**config.mk**
```make
export PLATFORM = sky130hd
export DESIGN_NAME = pam_port_alt_mux
export DESIGN_NICKNAME = d
export VERILOG_FILES = /design/src/design/pam_pkg.sv /design/src/design/pam_port_alt_mux.sv /design/src/design/pam_sync2.sv
export SDC_FILE = /design/constraint.sdc
export NUM_CORES = 1
export LEC_CHECK = 0
export ABC_AREA = 0
export BUFFER_PORTS_ARGS = -buffer_cell sky130_fd_sc_hd__buf_2
export CORE_MARGIN = 2
export CORE_UTILIZATION = 54
export DETAILED_ROUTE_END_ITERATION = 7
export GPL_ROUTABILITY_DRIVEN = 0
export GPL_TIMING_DRIVEN = 0
export HOLD_SLACK_MARGIN = 0.06
export MAX_ROUTING_LAYER = met4
export PLACE_DENSITY = 0.92
export SYNTH_ARGS = -nofsm -noshare
export SYNTH_HDL_FRONTEND = slang
export SYNTH_HIERARCHICAL = 1
export SYNTH_SLANG_ARGS = --single-unit
```
**constraint.sdc**
```tcl
create_clock -name clk_sys -period 4 [get_ports clk_sys]
set_input_delay 0.6 -clock clk_sys [delete_from_list [all_inputs] [get_ports clk_sys]]
set_output_delay 0.6 -clock clk_sys [all_outputs]
set_load 0.05 [all_outputs]
```
**src/design/pam_pkg.sv**
```systemverilog
// Constants shared by the port alternate-function multiplexer
package pam_pkg;

    // ------------------------------------------------------------
    // Register map (byte addresses, one aligned word each)
    // ------------------------------------------------------------
    localparam int unsigned ADDR_W          = 8;
    localparam logic [7:0]  ADDR_A_AF       = 8'h00;
    localparam logic [7:0]  ADDR_B_AF       = 8'h04;
    localparam logic [7:0]  ADDR_C_AF       = 8'h08;
    localparam logic [7:0]  ADDR_B_SEL_LO   = 8'h0C;
    localparam logic [7:0]  ADDR_B_SEL_HI   = 8'h10;
    localparam logic [7:0]  ADDR_C_SEL_LO   = 8'h14;
    localparam logic [7:0]  ADDR_C_SEL_HI   = 8'h18;
    localparam logic [7:0]  ADDR_STATUS     = 8'h1C;
    localparam logic [7:0]  ADDR_PADS       = 8'h20;

    // ------------------------------------------------------------
    // Reset values and widths
    // ------------------------------------------------------------
    localparam logic [7:0]  RST_BYTE        = 8'h00;
    localparam logic [7:0]  ALL_INPUT       = 8'hFF;
    localparam logic [31:0] ZERO_WORD       = 32'h0000_0000;

    // ------------------------------------------------------------
    // Package variant strap codes
    // ------------------------------------------------------------
    localparam logic [1:0]  VAR_8PIN        = 2'h0;
    localparam logic [1:0]  VAR_20PIN       = 2'h1;
    localparam logic [1:0]  VAR_28PIN       = 2'h2;

    // ------------------------------------------------------------
    // Pin positions
    // ------------------------------------------------------------
    localparam int unsigned PIN_A_T0        = 0;
    localparam int unsigned PIN_A_CLK8      = 1;
    localparam int unsigned PIN_A_T1        = 6;
    localparam int unsigned PIN_B_CLK       = 3;
    localparam int unsigned PIN_B_AN7       = 4;
    localparam int unsigned PIN_B_VREF      = 5;
    localparam int unsigned PIN_C_VREF      = 2;

    // Status word fields
    localparam int unsigned ST_EXTCLK_SEL   = 0;
    localparam int unsigned ST_VAR_LSB      = 4;

endpackage : pam_pkg

```
**src/design/pam_port_alt_mux.sv**
```systemverilog
// Alternate-function pin multiplexer for ports A, B and C with APB registers
`timescale 1ns/1ps
module pam_port_alt_mux (
    // Clock and reset
    input  wire logic        clk_sys,
    input  wire logic        rst,
    // APB slave
    input  wire logic        psel,
    input  wire logic        penable,
    input  wire logic        pwrite,
    input  wire logic [7:0]  paddr,
    input  wire logic [31:0] pwdata,
    output logic      [31:0] prdata,
    output logic             pready,
    output logic             pslverr,
    // Package variant strap
    input  wire logic [1:0]  pkgVariant,
    // Pads: input, output, output enable (low drives)
    input  wire logic [7:0]  padInA,
    output logic      [7:0]  padOutA,
    output logic      [7:0]  padOeNA,
    input  wire logic [7:0]  padInB,
    output logic      [7:0]  padOutB,
    output logic      [7:0]  padOeNB,
    input  wire logic [7:0]  padInC,
    output logic      [7:0]  padOutC,
    output logic      [7:0]  padOeNC,
    // General-purpose port side
    input  wire logic [7:0]  gpioOutA,
    input  wire logic [7:0]  gpioOeNA,
    input  wire logic [7:0]  gpioOutB,
    input  wire logic [7:0]  gpioOeNB,
    input  wire logic [7:0]  gpioOutC,
    input  wire logic [7:0]  gpioOeNC,
    output logic      [7:0]  gpioInA,
    output logic      [7:0]  gpioInB,
    output logic      [7:0]  gpioInC,
    // Timers
    input  wire logic        timer0Output,
    input  wire logic        timer0OutComp,
    input  wire logic        timer0InMode,
    input  wire logic        timer1Output,
    input  wire logic        timer1OutComp,
    input  wire logic        timer1InMode,
    output logic             timer0Input,
    output logic             timer1Input,
    // UART / infrared
    input  wire logic        uart0DriverEnable,
    input  wire logic        uart0Transmit,
    output logic             uart0ClearToSend,
    output logic             uart0Receive,
    // LED sink request for port C pins 0..2
    input  wire logic [2:0]  ledSinkOn,
    // Analogue and clock routing
    output logic      [4:0]  analogSelB,
    output logic             vrefSelB,
    output logic      [2:0]  analogSelC,
    output logic             vrefSelC,
    output logic             extClockIn,
    output logic             extClockSel
);

    // ------------------------------------------------------------
    // Registers
    // ------------------------------------------------------------
    logic [7:0]  afA_reg;
    logic [7:0]  afB_reg;
    logic [7:0]  afC_reg;
    logic [7:0]  selLoB_reg;
    logic [7:0]  selHiB_reg;
    logic [7:0]  selLoC_reg;
    logic [7:0]  selHiC_reg;
    logic [25:0] syncAll;
    logic [7:0]  syncA;
    logic [7:0]  syncB;
    logic [7:0]  syncC;
    logic [1:0]  variantSync;
    logic        apbAccess;
    logic        apbWrite;
    logic        addrHit;
    logic [31:0] rdata_next;

    // ------------------------------------------------------------
    // Helpers
    // ------------------------------------------------------------

    // Enable gated by a set-select value; enable clear always wins
    function automatic logic afPick(input logic en, input logic sel, input logic want);
        afPick = en & (sel == want);
    endfunction : afPick

    // Zero-extend a byte to a bus word
    function automatic logic [31:0] word8(input logic [7:0] b);
        word8 = {24'h00_0000, b};
    endfunction : word8

    // ------------------------------------------------------------
    // Input synchronisers: pads and strap are outside the domain
    // ------------------------------------------------------------
    pam_sync2 #(
        .WIDTH   (26)
    ) uSync (
        .clk_sys (clk_sys),
        .rst     (rst),
        .asyncIn ({pkgVariant, padInC, padInB, padInA}),
        .syncOut (syncAll)
    );

    assign syncA       = syncAll[7:0];
    assign syncB       = syncAll[15:8];
    assign syncC       = syncAll[23:16];
    assign variantSync = syncAll[25:24];

    // ------------------------------------------------------------
    // APB slave: one wait state, pready and prdata from flops
    // ------------------------------------------------------------
    assign apbAccess = psel & penable & pready;
    assign apbWrite  = apbAccess & pwrite;

    // Address decode shared by read mux and error flag
    always_comb begin
        addrHit    = 1'b1;
        rdata_next = pam_pkg::ZERO_WORD;
        unique case (paddr)
            pam_pkg::ADDR_A_AF:     rdata_next = word8(afA_reg);
            pam_pkg::ADDR_B_AF:     rdata_next = word8(afB_reg);
            pam_pkg::ADDR_C_AF:     rdata_next = word8(afC_reg);
            pam_pkg::ADDR_B_SEL_LO: rdata_next = word8(selLoB_reg);
            pam_pkg::ADDR_B_SEL_HI: rdata_next = word8(selHiB_reg);
            pam_pkg::ADDR_C_SEL_LO: rdata_next = word8(selLoC_reg);
            pam_pkg::ADDR_C_SEL_HI: rdata_next = word8(selHiC_reg);
            pam_pkg::ADDR_STATUS: begin
                rdata_next[pam_pkg::ST_EXTCLK_SEL]                  = extClockSel;
                rdata_next[pam_pkg::ST_VAR_LSB +: 2]                = variantSync;
            end
            pam_pkg::ADDR_PADS:     rdata_next = {8'h00, syncC, syncB, syncA};
            default:                addrHit    = 1'b0;
        endcase
    end

    // Ready pulses in the second access cycle, so every transfer takes three edges
    always_ff @(posedge clk_sys) begin
        if (rst) begin
            pready  <= 1'b0;
            prdata  <= pam_pkg::ZERO_WORD;
            pslverr <= 1'b0;
        end else begin
            pready  <= psel & penable & ~pready;
            prdata  <= (psel & penable & ~pready & ~pwrite) ? rdata_next : pam_pkg::ZERO_WORD;
            pslverr <= psel & penable & ~pready & ~addrHit;
        end
    end

    // Port A enable register: single function per pin, no set-select
    always_ff @(posedge clk_sys) begin
        if (rst) begin
            afA_reg <= pam_pkg::RST_BYTE;
        end else if (apbWrite && paddr == pam_pkg::ADDR_A_AF) begin
            afA_reg <= pwdata[7:0];
        end
    end

    // Port B enable and set-select registers
    always_ff @(posedge clk_sys) begin
        if (rst) begin
            afB_reg    <= pam_pkg::RST_BYTE;
            selLoB_reg <= pam_pkg::RST_BYTE;
            selHiB_reg <= pam_pkg::RST_BYTE;
        end else if (apbWrite) begin
            if (paddr == pam_pkg::ADDR_B_AF) begin
                afB_reg <= pwdata[7:0];
            end
            if (paddr == pam_pkg::ADDR_B_SEL_LO) begin
                selLoB_reg <= pwdata[7:0];
            end
            // Stored for software only; nothing in the mux reads it
            if (paddr == pam_pkg::ADDR_B_SEL_HI) begin
                selHiB_reg <= pwdata[7:0];
            end
        end
    end

    // Port C enable and set-select registers
    always_ff @(posedge clk_sys) begin
        if (rst) begin
            afC_reg    <= pam_pkg::RST_BYTE;
            selLoC_reg <= pam_pkg::RST_BYTE;
            selHiC_reg <= pam_pkg::RST_BYTE;
        end else if (apbWrite) begin
            if (paddr == pam_pkg::ADDR_C_AF) begin
                afC_reg <= pwdata[7:0];
            end
            if (paddr == pam_pkg::ADDR_C_SEL_LO) begin
                selLoC_reg <= pwdata[7:0];
            end
            if (paddr == pam_pkg::ADDR_C_SEL_HI) begin
                selHiC_reg <= pwdata[7:0];
            end
        end
    end

    // ------------------------------------------------------------
    // Port A mux
    // ------------------------------------------------------------
    logic       is8Pin;
    logic       is28Pin;
    logic [7:0] outA_next;
    logic [7:0] oeNA_next;

    assign is8Pin  = (variantSync == pam_pkg::VAR_8PIN);
    assign is28Pin = (variantSync == pam_pkg::VAR_28PIN);

    // Each pin starts from the GPIO value; an enable bit hands it to its function
    always_comb begin
        outA_next = gpioOutA;
        oeNA_next = gpioOeNA;
        // Timer pins 0 and 6 follow the timer mode, not a register bit
        if (afA_reg[0]) begin
            outA_next[0] = timer0OutComp;
            oeNA_next[0] = timer0InMode;
        end
        if (afA_reg[1]) begin
            outA_next[1] = timer0Output;
            oeNA_next[1] = is8Pin;
        end
        if (afA_reg[2]) begin
            outA_next[2] = uart0DriverEnable;
            oeNA_next[2] = 1'b0;
        end
        if (afA_reg[3]) begin
            outA_next[3] = 1'b0;
            oeNA_next[3] = 1'b1;
        end
        if (afA_reg[4]) begin
            outA_next[4] = 1'b0;
            oeNA_next[4] = 1'b1;
        end
        if (afA_reg[5]) begin
            outA_next[5] = uart0Transmit;
            oeNA_next[5] = 1'b0;
        end
        if (afA_reg[6]) begin
            outA_next[6] = timer1OutComp;
            oeNA_next[6] = timer1InMode;
        end
        if (afA_reg[7]) begin
            outA_next[7] = timer1Output;
            oeNA_next[7] = 1'b0;
        end
    end

    // ------------------------------------------------------------
    // Port B mux: only the low set-select register is consulted
    // ------------------------------------------------------------
    logic [7:0] outB_next;
    logic [7:0] oeNB_next;
    logic [4:0] anB_next;
    logic       vrefB_next;
    logic       clkB_next;

    // Analogue and reserved choices release the pad so no digital driver fights it
    always_comb begin
        outB_next  = gpioOutB;
        oeNB_next  = gpioOeNB;
        anB_next   = 5'h00;
        vrefB_next = 1'b0;
        clkB_next  = 1'b0;
        for (int i = 0; i < 8; i++) begin
            if (afB_reg[i]) begin
                outB_next[i] = 1'b0;
                oeNB_next[i] = 1'b1;
            end
        end
        for (int i = 0; i < 3; i++) begin
            anB_next[i] = afPick(afB_reg[i], selLoB_reg[i], 1'b1);
        end
        clkB_next = afPick(afB_reg[pam_pkg::PIN_B_CLK], selLoB_reg[pam_pkg::PIN_B_CLK], 1'b0);
        anB_next[3] = afPick(afB_reg[pam_pkg::PIN_B_CLK], selLoB_reg[pam_pkg::PIN_B_CLK], 1'b1);
        anB_next[4] = afPick(afB_reg[pam_pkg::PIN_B_AN7], selLoB_reg[pam_pkg::PIN_B_AN7], 1'b1);
        // Reference exists only on the largest package
        vrefB_next = is28Pin &
                     afPick(afB_reg[pam_pkg::PIN_B_VREF], selLoB_reg[pam_pkg::PIN_B_VREF], 1'b1);
    end

    // ------------------------------------------------------------
    // Port C mux: pins 0..2 decoded, higher pins stay GPIO here
    // ------------------------------------------------------------
    logic [7:0] outC_next;
    logic [7:0] oeNC_next;
    logic [2:0] anC_next;
    logic       vrefC_next;

    // LED drive sinks current by pulling low; otherwise the pad floats for analogue use
    always_comb begin
        outC_next  = gpioOutC;
        oeNC_next  = gpioOeNC;
        anC_next   = 3'h0;
        vrefC_next = 1'b0;
        for (int i = 0; i < 3; i++) begin
            if (afC_reg[i]) begin
                outC_next[i] = 1'b0;
                oeNC_next[i] = ~(selLoC_reg[i] & ledSinkOn[i]);
                anC_next[i]  = afPick(afC_reg[i], selLoC_reg[i], 1'b1) & ~ledSinkOn[i];
            end
        end
        // Reference on pin 2 only on the 20-pin package
        vrefC_next = (variantSync == pam_pkg::VAR_20PIN) & ~ledSinkOn[pam_pkg::PIN_C_VREF] &
                     afPick(afC_reg[pam_pkg::PIN_C_VREF], selLoC_reg[pam_pkg::PIN_C_VREF],
                            1'b1);
    end

    // ------------------------------------------------------------
    // External clock source select
    // ------------------------------------------------------------
    logic clkSel_next;
    logic ext_clock_in_next;

    // Small parts take the clock on port A pin 1, larger ones on port B pin 3
    always_comb begin
        if (is8Pin) begin
            clkSel_next = afA_reg[pam_pkg::PIN_A_CLK8];
            ext_clock_in_next  = clkSel_next & syncA[pam_pkg::PIN_A_CLK8];
        end else begin
            clkSel_next = clkB_next;
            ext_clock_in_next  = clkB_next & syncB[pam_pkg::PIN_B_CLK];
        end
    end

    // ------------------------------------------------------------
    // Output flops: pads
    // ------------------------------------------------------------

    // All pads float during reset; afterwards they follow the GPIO side until software enables a function
    always_ff @(posedge clk_sys) begin
        if (rst) begin
            padOutA <= pam_pkg::RST_BYTE;
            padOeNA <= pam_pkg::ALL_INPUT;
            padOutB <= pam_pkg::RST_BYTE;
            padOeNB <= pam_pkg::ALL_INPUT;
            padOutC <= pam_pkg::RST_BYTE;
            padOeNC <= pam_pkg::ALL_INPUT;
        end else begin
            padOutA <= outA_next;
            padOeNA <= oeNA_next;
            padOutB <= outB_next;
            padOeNB <= oeNB_next;
            padOutC <= outC_next;
            padOeNC <= oeNC_next;
        end
    end

    // ------------------------------------------------------------
    // Output flops: peripheral inputs and routing flags
    // ------------------------------------------------------------

    // Inputs reach a peripheral only while its pin is handed over; idle level is low
    always_ff @(posedge clk_sys) begin
        if (rst) begin
            timer0Input      <= 1'b0;
            timer1Input      <= 1'b0;
            uart0ClearToSend <= 1'b0;
            uart0Receive     <= 1'b0;
        end else begin
            timer0Input      <= afA_reg[pam_pkg::PIN_A_T0] & timer0InMode & syncA[0];
            timer1Input      <= afA_reg[pam_pkg::PIN_A_T1] & timer1InMode & syncA[6];
            uart0ClearToSend <= afA_reg[3] & syncA[3];
            uart0Receive     <= afA_reg[4] & syncA[4];
        end
    end

    // Analogue and clock routing flags
    always_ff @(posedge clk_sys) begin
        if (rst) begin
            analogSelB  <= 5'h00;
            vrefSelB    <= 1'b0;
            analogSelC  <= 3'h0;
            vrefSelC    <= 1'b0;
            extClockIn  <= 1'b0;
            extClockSel <= 1'b0;
        end else begin
            analogSelB  <= anB_next;
            vrefSelB    <= vrefB_next;
            analogSelC  <= anC_next;
            vrefSelC    <= vrefC_next;
            extClockIn  <= ext_clock_in_next;
            extClockSel <= clkSel_next;
        end
    end

    // Synchronised pad levels for the general-purpose input registers
    always_ff @(posedge clk_sys) begin
        if (rst) begin
            gpioInA <= pam_pkg::RST_BYTE;
            gpioInB <= pam_pkg::RST_BYTE;
            gpioInC <= pam_pkg::RST_BYTE;
        end else begin
            gpioInA <= syncA;
            gpioInB <= syncB;
            gpioInC <= syncC;
        end
    end

endmodule : pam_port_alt_mux

```
**src/design/pam_sync2.sv**
```systemverilog
// Two flip-flop synchroniser for levels arriving from outside the clock domain
`timescale 1ns/1ps
module pam_sync2 #(
    parameter int unsigned WIDTH = 1
) (
    // Clock and reset
    input  wire logic             clk_sys,
    input  wire logic             rst,
    // Data
    input  wire logic [WIDTH-1:0] asyncIn,
    output logic      [WIDTH-1:0] syncOut
);

    logic [WIDTH-1:0] stage1_reg;

    // First stage feeds only the second stage
    always_ff @(posedge clk_sys) begin
        if (rst) begin
            stage1_reg <= '0;
            syncOut    <= '0;
        end else begin
            stage1_reg <= asyncIn;
            syncOut    <= stage1_reg;
        end
    end

endmodule : pam_sync2

```
Word-level counts from Yosys, hierarchy flattened
Cells that the tools add are included.
{"block": "word_totals", "reg_bits": 230, "wordCells": 160, "out_inout_bits": 122, "input_bits": 130}
{"block": "classes", "mux": 22, "eq_ne": 10, "n_reduce_logical": 27, "bitwise_logic": 47}
{"operator": "18-bit case mux with 8 select lines", "n": 1}
{"operator": "2-bit OR reduction", "n": 17}
{"operator": "1-bit bitwise AND", "n": 33}
{"operator": "8-bit by 5-bit == test with 1-bit output (second input constant)", "n": 4}
{"operator": "3-bit case mux with 8 select lines", "n": 1}
{"operator": "1-bit two-way mux", "n": 18}
{"operator": "2-bit case mux with 9 select lines", "n": 1}
{"operator": "8-bit by 4-bit == test with 1-bit output (second input constant)", "n": 2}
{"operator": "1-bit inverter", "n": 14}
{"operator": "2-bit AND reduction", "n": 6}
{"operator": "1-bit case mux with 9 select lines", "n": 1}
{"operator": "9-bit OR reduction", "n": 1}
{"operator": "8-bit by 3-bit == test with 1-bit output (second input constant)", "n": 1}
{"operator": "8-bit by 6-bit == test with 1-bit output (second input constant)", "n": 1}
{"operator": "8-bit zero test", "n": 1}
{"operator": "2-bit by 1-bit == test with 1-bit output (second input constant)", "n": 1}
{"operator": "2-bit == test (second input constant)", "n": 1}
{"operator": "2-bit zero test", "n": 1}
{"operator": "1-bit logical AND", "n": 1}

Depth between registers and ports, before layout
{"block": "logic_depth", "word_depth": 5, "mapped_depth": 7, "ltp_nobuf": 4}

Cells and area by module
The synthesis kept the hierarchy.
{"module": "pam_port_alt_mux", "cells_per_inst": 585, "instances": 1, "seq_area_each_um2": 3403.3, "area_per_inst_um2": 6134.6}
{"module": "pam_sync2", "cells_per_inst": 109, "instances": 1, "seq_area_each_um2": 1041.0, "area_per_inst_um2": 1391.3}

Least setup slack after synthesis
Ideal clock, no wire load.
{"block": "synth_path", "kind": "flip-flop to flip-flop", "from": "reg pready", "to": "reg afA_reg[0]", "required_time_ps": 3872, "period_less_slack_ps": 2429, "n_path_buf": 1, "setup_ps": 128, "path_stages_with_launch": 6, "arrival_ps": 2301, "slack_ps": 1571, "cell_sequence": "dfxtp_1 -> nand4_1 -> or4_1 -> clkbuf_1 -> mux2i_1 -> nor2_1"}
{"block": "synth_via", "elab_chain_cells": 3}
{"element": "start: declaration", "line": "pam_port_alt_mux.sv:14", "text": "output logic pready,"}
{"element": "start signal: assignment", "line": "pam_port_alt_mux.sv:148", "text": "pready <= psel & penable & ~pready;"}
{"element": "1-bit bitwise AND", "line": "pam_port_alt_mux.sv:117", "text": "assign apbAccess = psel & penable & pready;"}
{"element": "1-bit bitwise AND", "line": "pam_port_alt_mux.sv:118", "text": "assign apbWrite = apbAccess & pwrite;"}
{"element": "1-bit logical AND", "line": "pam_port_alt_mux.sv:158", "text": "end else if (apbWrite && paddr == pam_pkg::ADDR_A_AF) begin"}
{"element": "end signal: assignment", "line": "pam_port_alt_mux.sv:157", "text": "afA_reg <= pam_pkg::RST_BYTE;"}
{"element": "end signal: assignment", "line": "pam_port_alt_mux.sv:159", "text": "afA_reg <= pwdata[7:0];"}
{"element": "end: declaration", "line": "pam_port_alt_mux.sv:66", "text": "logic [7:0] afA_reg;"}
No other way between the ends.
A chain may end at the register's enable or synchronous reset.

Final worst setup path
{"block": "layout_path", "from": "reg pready", "to": "reg afA_reg[5]"}
Same word-level chain as after synthesis.

==> impl_metrics.ini <==
[placement]
hpwl_mm = 14.75
placedCellCount = 1097
placed_cell_area_um2 = 8859
dp_worst_setup_slack_ns = 1.208
io_buffers = 216

[job]
max_cap_viol_count = 0

[hold_path]
hp-class = primary input to flop
hp-start = ledSinkOn[1]
holdPathEnd = analogSelC[1]
whs_path_depth = 2

[timing]
tns_ns = 0
finalMaxSlewViolations = 0
finalSetupViolCount = 0
post-route-period-util_pct = 59.37
rsz0062_at_grt = no
fmax_mhz = 421.1
hold_viol_final = 0
relSlewSlack_pct = 36.48
timing.final.ws_setup_ns = 1.625
timing_worst_slew_pin_value_ns = 0.9456
finClkSkew_ns = 0.01614
period_minus_slack_ns = 2.375

[drt]
drtPass1Iterations = 5
antenna_left = 0
routed_wl_mm = 20.88
wl_per_cell_um = 18.38
via_per_inst = 5.405
post-route-drc-count = 0
drt_first_iter_violations = 542
vias = 6140

[run_status]
outcome = complete, no violations

[final_layout]
fin_cells = 1136
stdcell_area_um2 = 9632
drive_above_1_share_pct = 30.16
nets = 1071
syn_to_final_growth_pct = 27.98
nFillCells = 983

[die]
core-area_um2 = 13720
pin_count = 252
rows = 43
die-area_um2 = 14900
die_width_um = 122.1
start_util_pct = 54.86
die_h_um = 122.1

[global_routing]
grt_max_degree = 15
antenna_found_initial = 1
gr-usage-all-layers_pct = 27.86
grt_pass1_wl_mm = 30.92
grt_pass1_vias = 5747
overflow = 0

[logic_synthesis]
synth-seq-cells = 222
async_flop_share_pct = 0
avgSynthCellArea_um2 = 10.84
ys.warnings.count = 6
synth_seq_area_share_pct = 59.05
synth_edf_count = 0
synthDistinctLibCells = 45
dominantRegCellSynth = dfxtp_1
netlist_instances = 694
netlist_area_um2 = 7526

[clock_tree]
cts.repair.resized = 0
numCtsBuffers = 22
cts_buffer_depth = 3
cts_setup_buffers = 0
cts.clk_slew.worst_paths_ns = 0.07
cts-root-buf = clkbuf_16
clock_latency_ns = 0.50
cts_tree = built
cts.sinks = 222
htreeDepth = 1
cts_hold_buffers = 0

[setup_path]
crit_chain = nand4_1 -> or4_1 -> clkbuf_1 -> mux2i_1 -> nor2_1
r2r_slack_ns = 1.63
crit_required_ns = 4.36
cp-end-kind = flop
ff2ff_path_depth = 5
crit_arrival_ns = 2.74
cp_slowest_cell = or4_1
crit_type = flop to flop
crit_path_max_incr_delay_ns = 0.63
start_kind = flop
r2r_end = afA_reg[5]
r2r-start = pready
cp_max_fo = 8

[power_and_ir_drop]
peakVddDrop_mv = 0.2807
p_total_mw = 4.798
p_leak_nw = 4.166
p_per_area_nw_per_um2 = 498.2
[layer usage]
layer	wire length [um]	GRT usage [%]	share of wire (%)
met5	0	-	0
met4	640	9.411	3.1
met2	10050	47.00	48
met1	7944	33.14	38
met3	2243	5.899	11
[worst max-delay path: cells and delay by family, from the launching register on]
family,cells,cell delay (ns)
buffers and inverters,1,0.36
and+or+nand+nor,3,1.22
DFF,1,0.37
muxes,1,0.28
[how the worst max path moves through the flow]
stage	from	endpoint	slack (ns)	cells past startpoint
3_5_place_dp	paddr[2]	prdata[9]	1.21	7
6_report	pready	afA_reg[5]	1.63	5
4_1_cts	pready	afA_reg[5]	1.68	5
3_3_place_gp	paddr[1]	prdata[10]	1.21	7
2_1_floorplan	pready	afA_reg[0]	1.57	5
5_1_grt	paddr[2]	prdata[19]	1.54	7
[per-stage QoR]
stage / hold slack, ns / util, %
CTS: 0.2606 / 70.19
global route: 0.2723 / 70.21
global placement: 0.4167 / 64.57
finish: 0.2653 / 70.21
floorplan: 0.4138 / -
detailed placement: 0.4243 / 64.57
[cells by family (layout without fill, tap and decap cells)]
group	count (synthesis)	in the layout	synth area share, %
AO/OA/AOI/OAI	48	48	4.240
buffers and inverters	52	306	3.425
flip-flops	222	222	59.05
multiplexers	80	80	10.84
other	1	9	0.04983
AND/OR/NAND/NOR	291	291	22.39
[final cells by class]
class / instances / area, um2 / share of cell area [%]
inverters: 6 / 22.52 / 0.2338
diodes: 1 / 2.502 / 0.02598
plain buffers: 46 / 235.2 / 2.442
flip-flops and latches: 222 / 4444 / 46.14
multi-input cells: 427 / 2850 / 29.59
clock buffers: 33 / 681.9 / 7.080
well taps: 180 / 225.2 / 2.338
repair buffers: 216 / 1081 / 11.22
clock inverters: 5 / 88.84 / 0.9223
[cell usage after synthesis, drive strengths merged (2+ instances only)]
cell type	instances	area (um2)
dfxtp	222	4444
nor2b	89	556.8
mux2i	77	770.7
nor2	76	285.3
clkbuf	28	105.1
nand2	23	86.33
and2	18	112.6
buf	18	130.1
nor3	13	65.06
nor3b	13	97.59
or3	12	75.07
o21ai	11	55.05
a21oi	10	50.05
nor4	10	152.6
nand3	8	40.04
or2	8	50.05
a31oi	6	37.54
inv	6	22.52
nand2b	5	31.28
o2bb2ai	5	43.79
a32oi	4	35.03
nor4b	4	35.03
a21o	3	22.52
and3	3	18.77
nand3b	3	22.52
a211o	2	17.52
a22o	2	17.52
mux2	2	22.52
or4	2	18.77
[cell usage in the layout (no fill, tap or decap), types with 3 or more instances in the layout]
cell type,netlist,routed
dfxtp_1,222,222
buf_2,5,221
nor2b_1,89,89
mux2i_1,77,77
nor2_1,76,76
clkbuf_1,28,30
nand2_1,23,23
clkbuf_16,0,22
and2_1,18,18
nor3_1,13,13
nor3b_1,13,13
or3_1,12,12
o21ai_0,11,11
a21oi_1,10,10
buf_4,9,9
clkbuf_8,0,9
or2_2,8,8
nand3_1,8,8
conb_1,1,8
a31oi_1,6,6
inv_1,6,6
nor4_4,6,6
o2bb2ai_1,5,5
nand2b_1,5,5
nor4_1,4,4
nor4b_1,4,4
a32oi_1,4,4
buf_6,3,3
and3_1,3,3
nand3b_1,3,3
a21o_1,3,3
[power by group]
| part | switching, mW | internal, mW | total (mW) |
|---|---|---|---|
| logic | 0.265 | 0.114 | 0.380 |
| registers | 0.0172 | 2.27 | 2.29 |
| clock network | 0.828 | 1.31 | 2.13 |
Power figures use the tool's default switching activity.
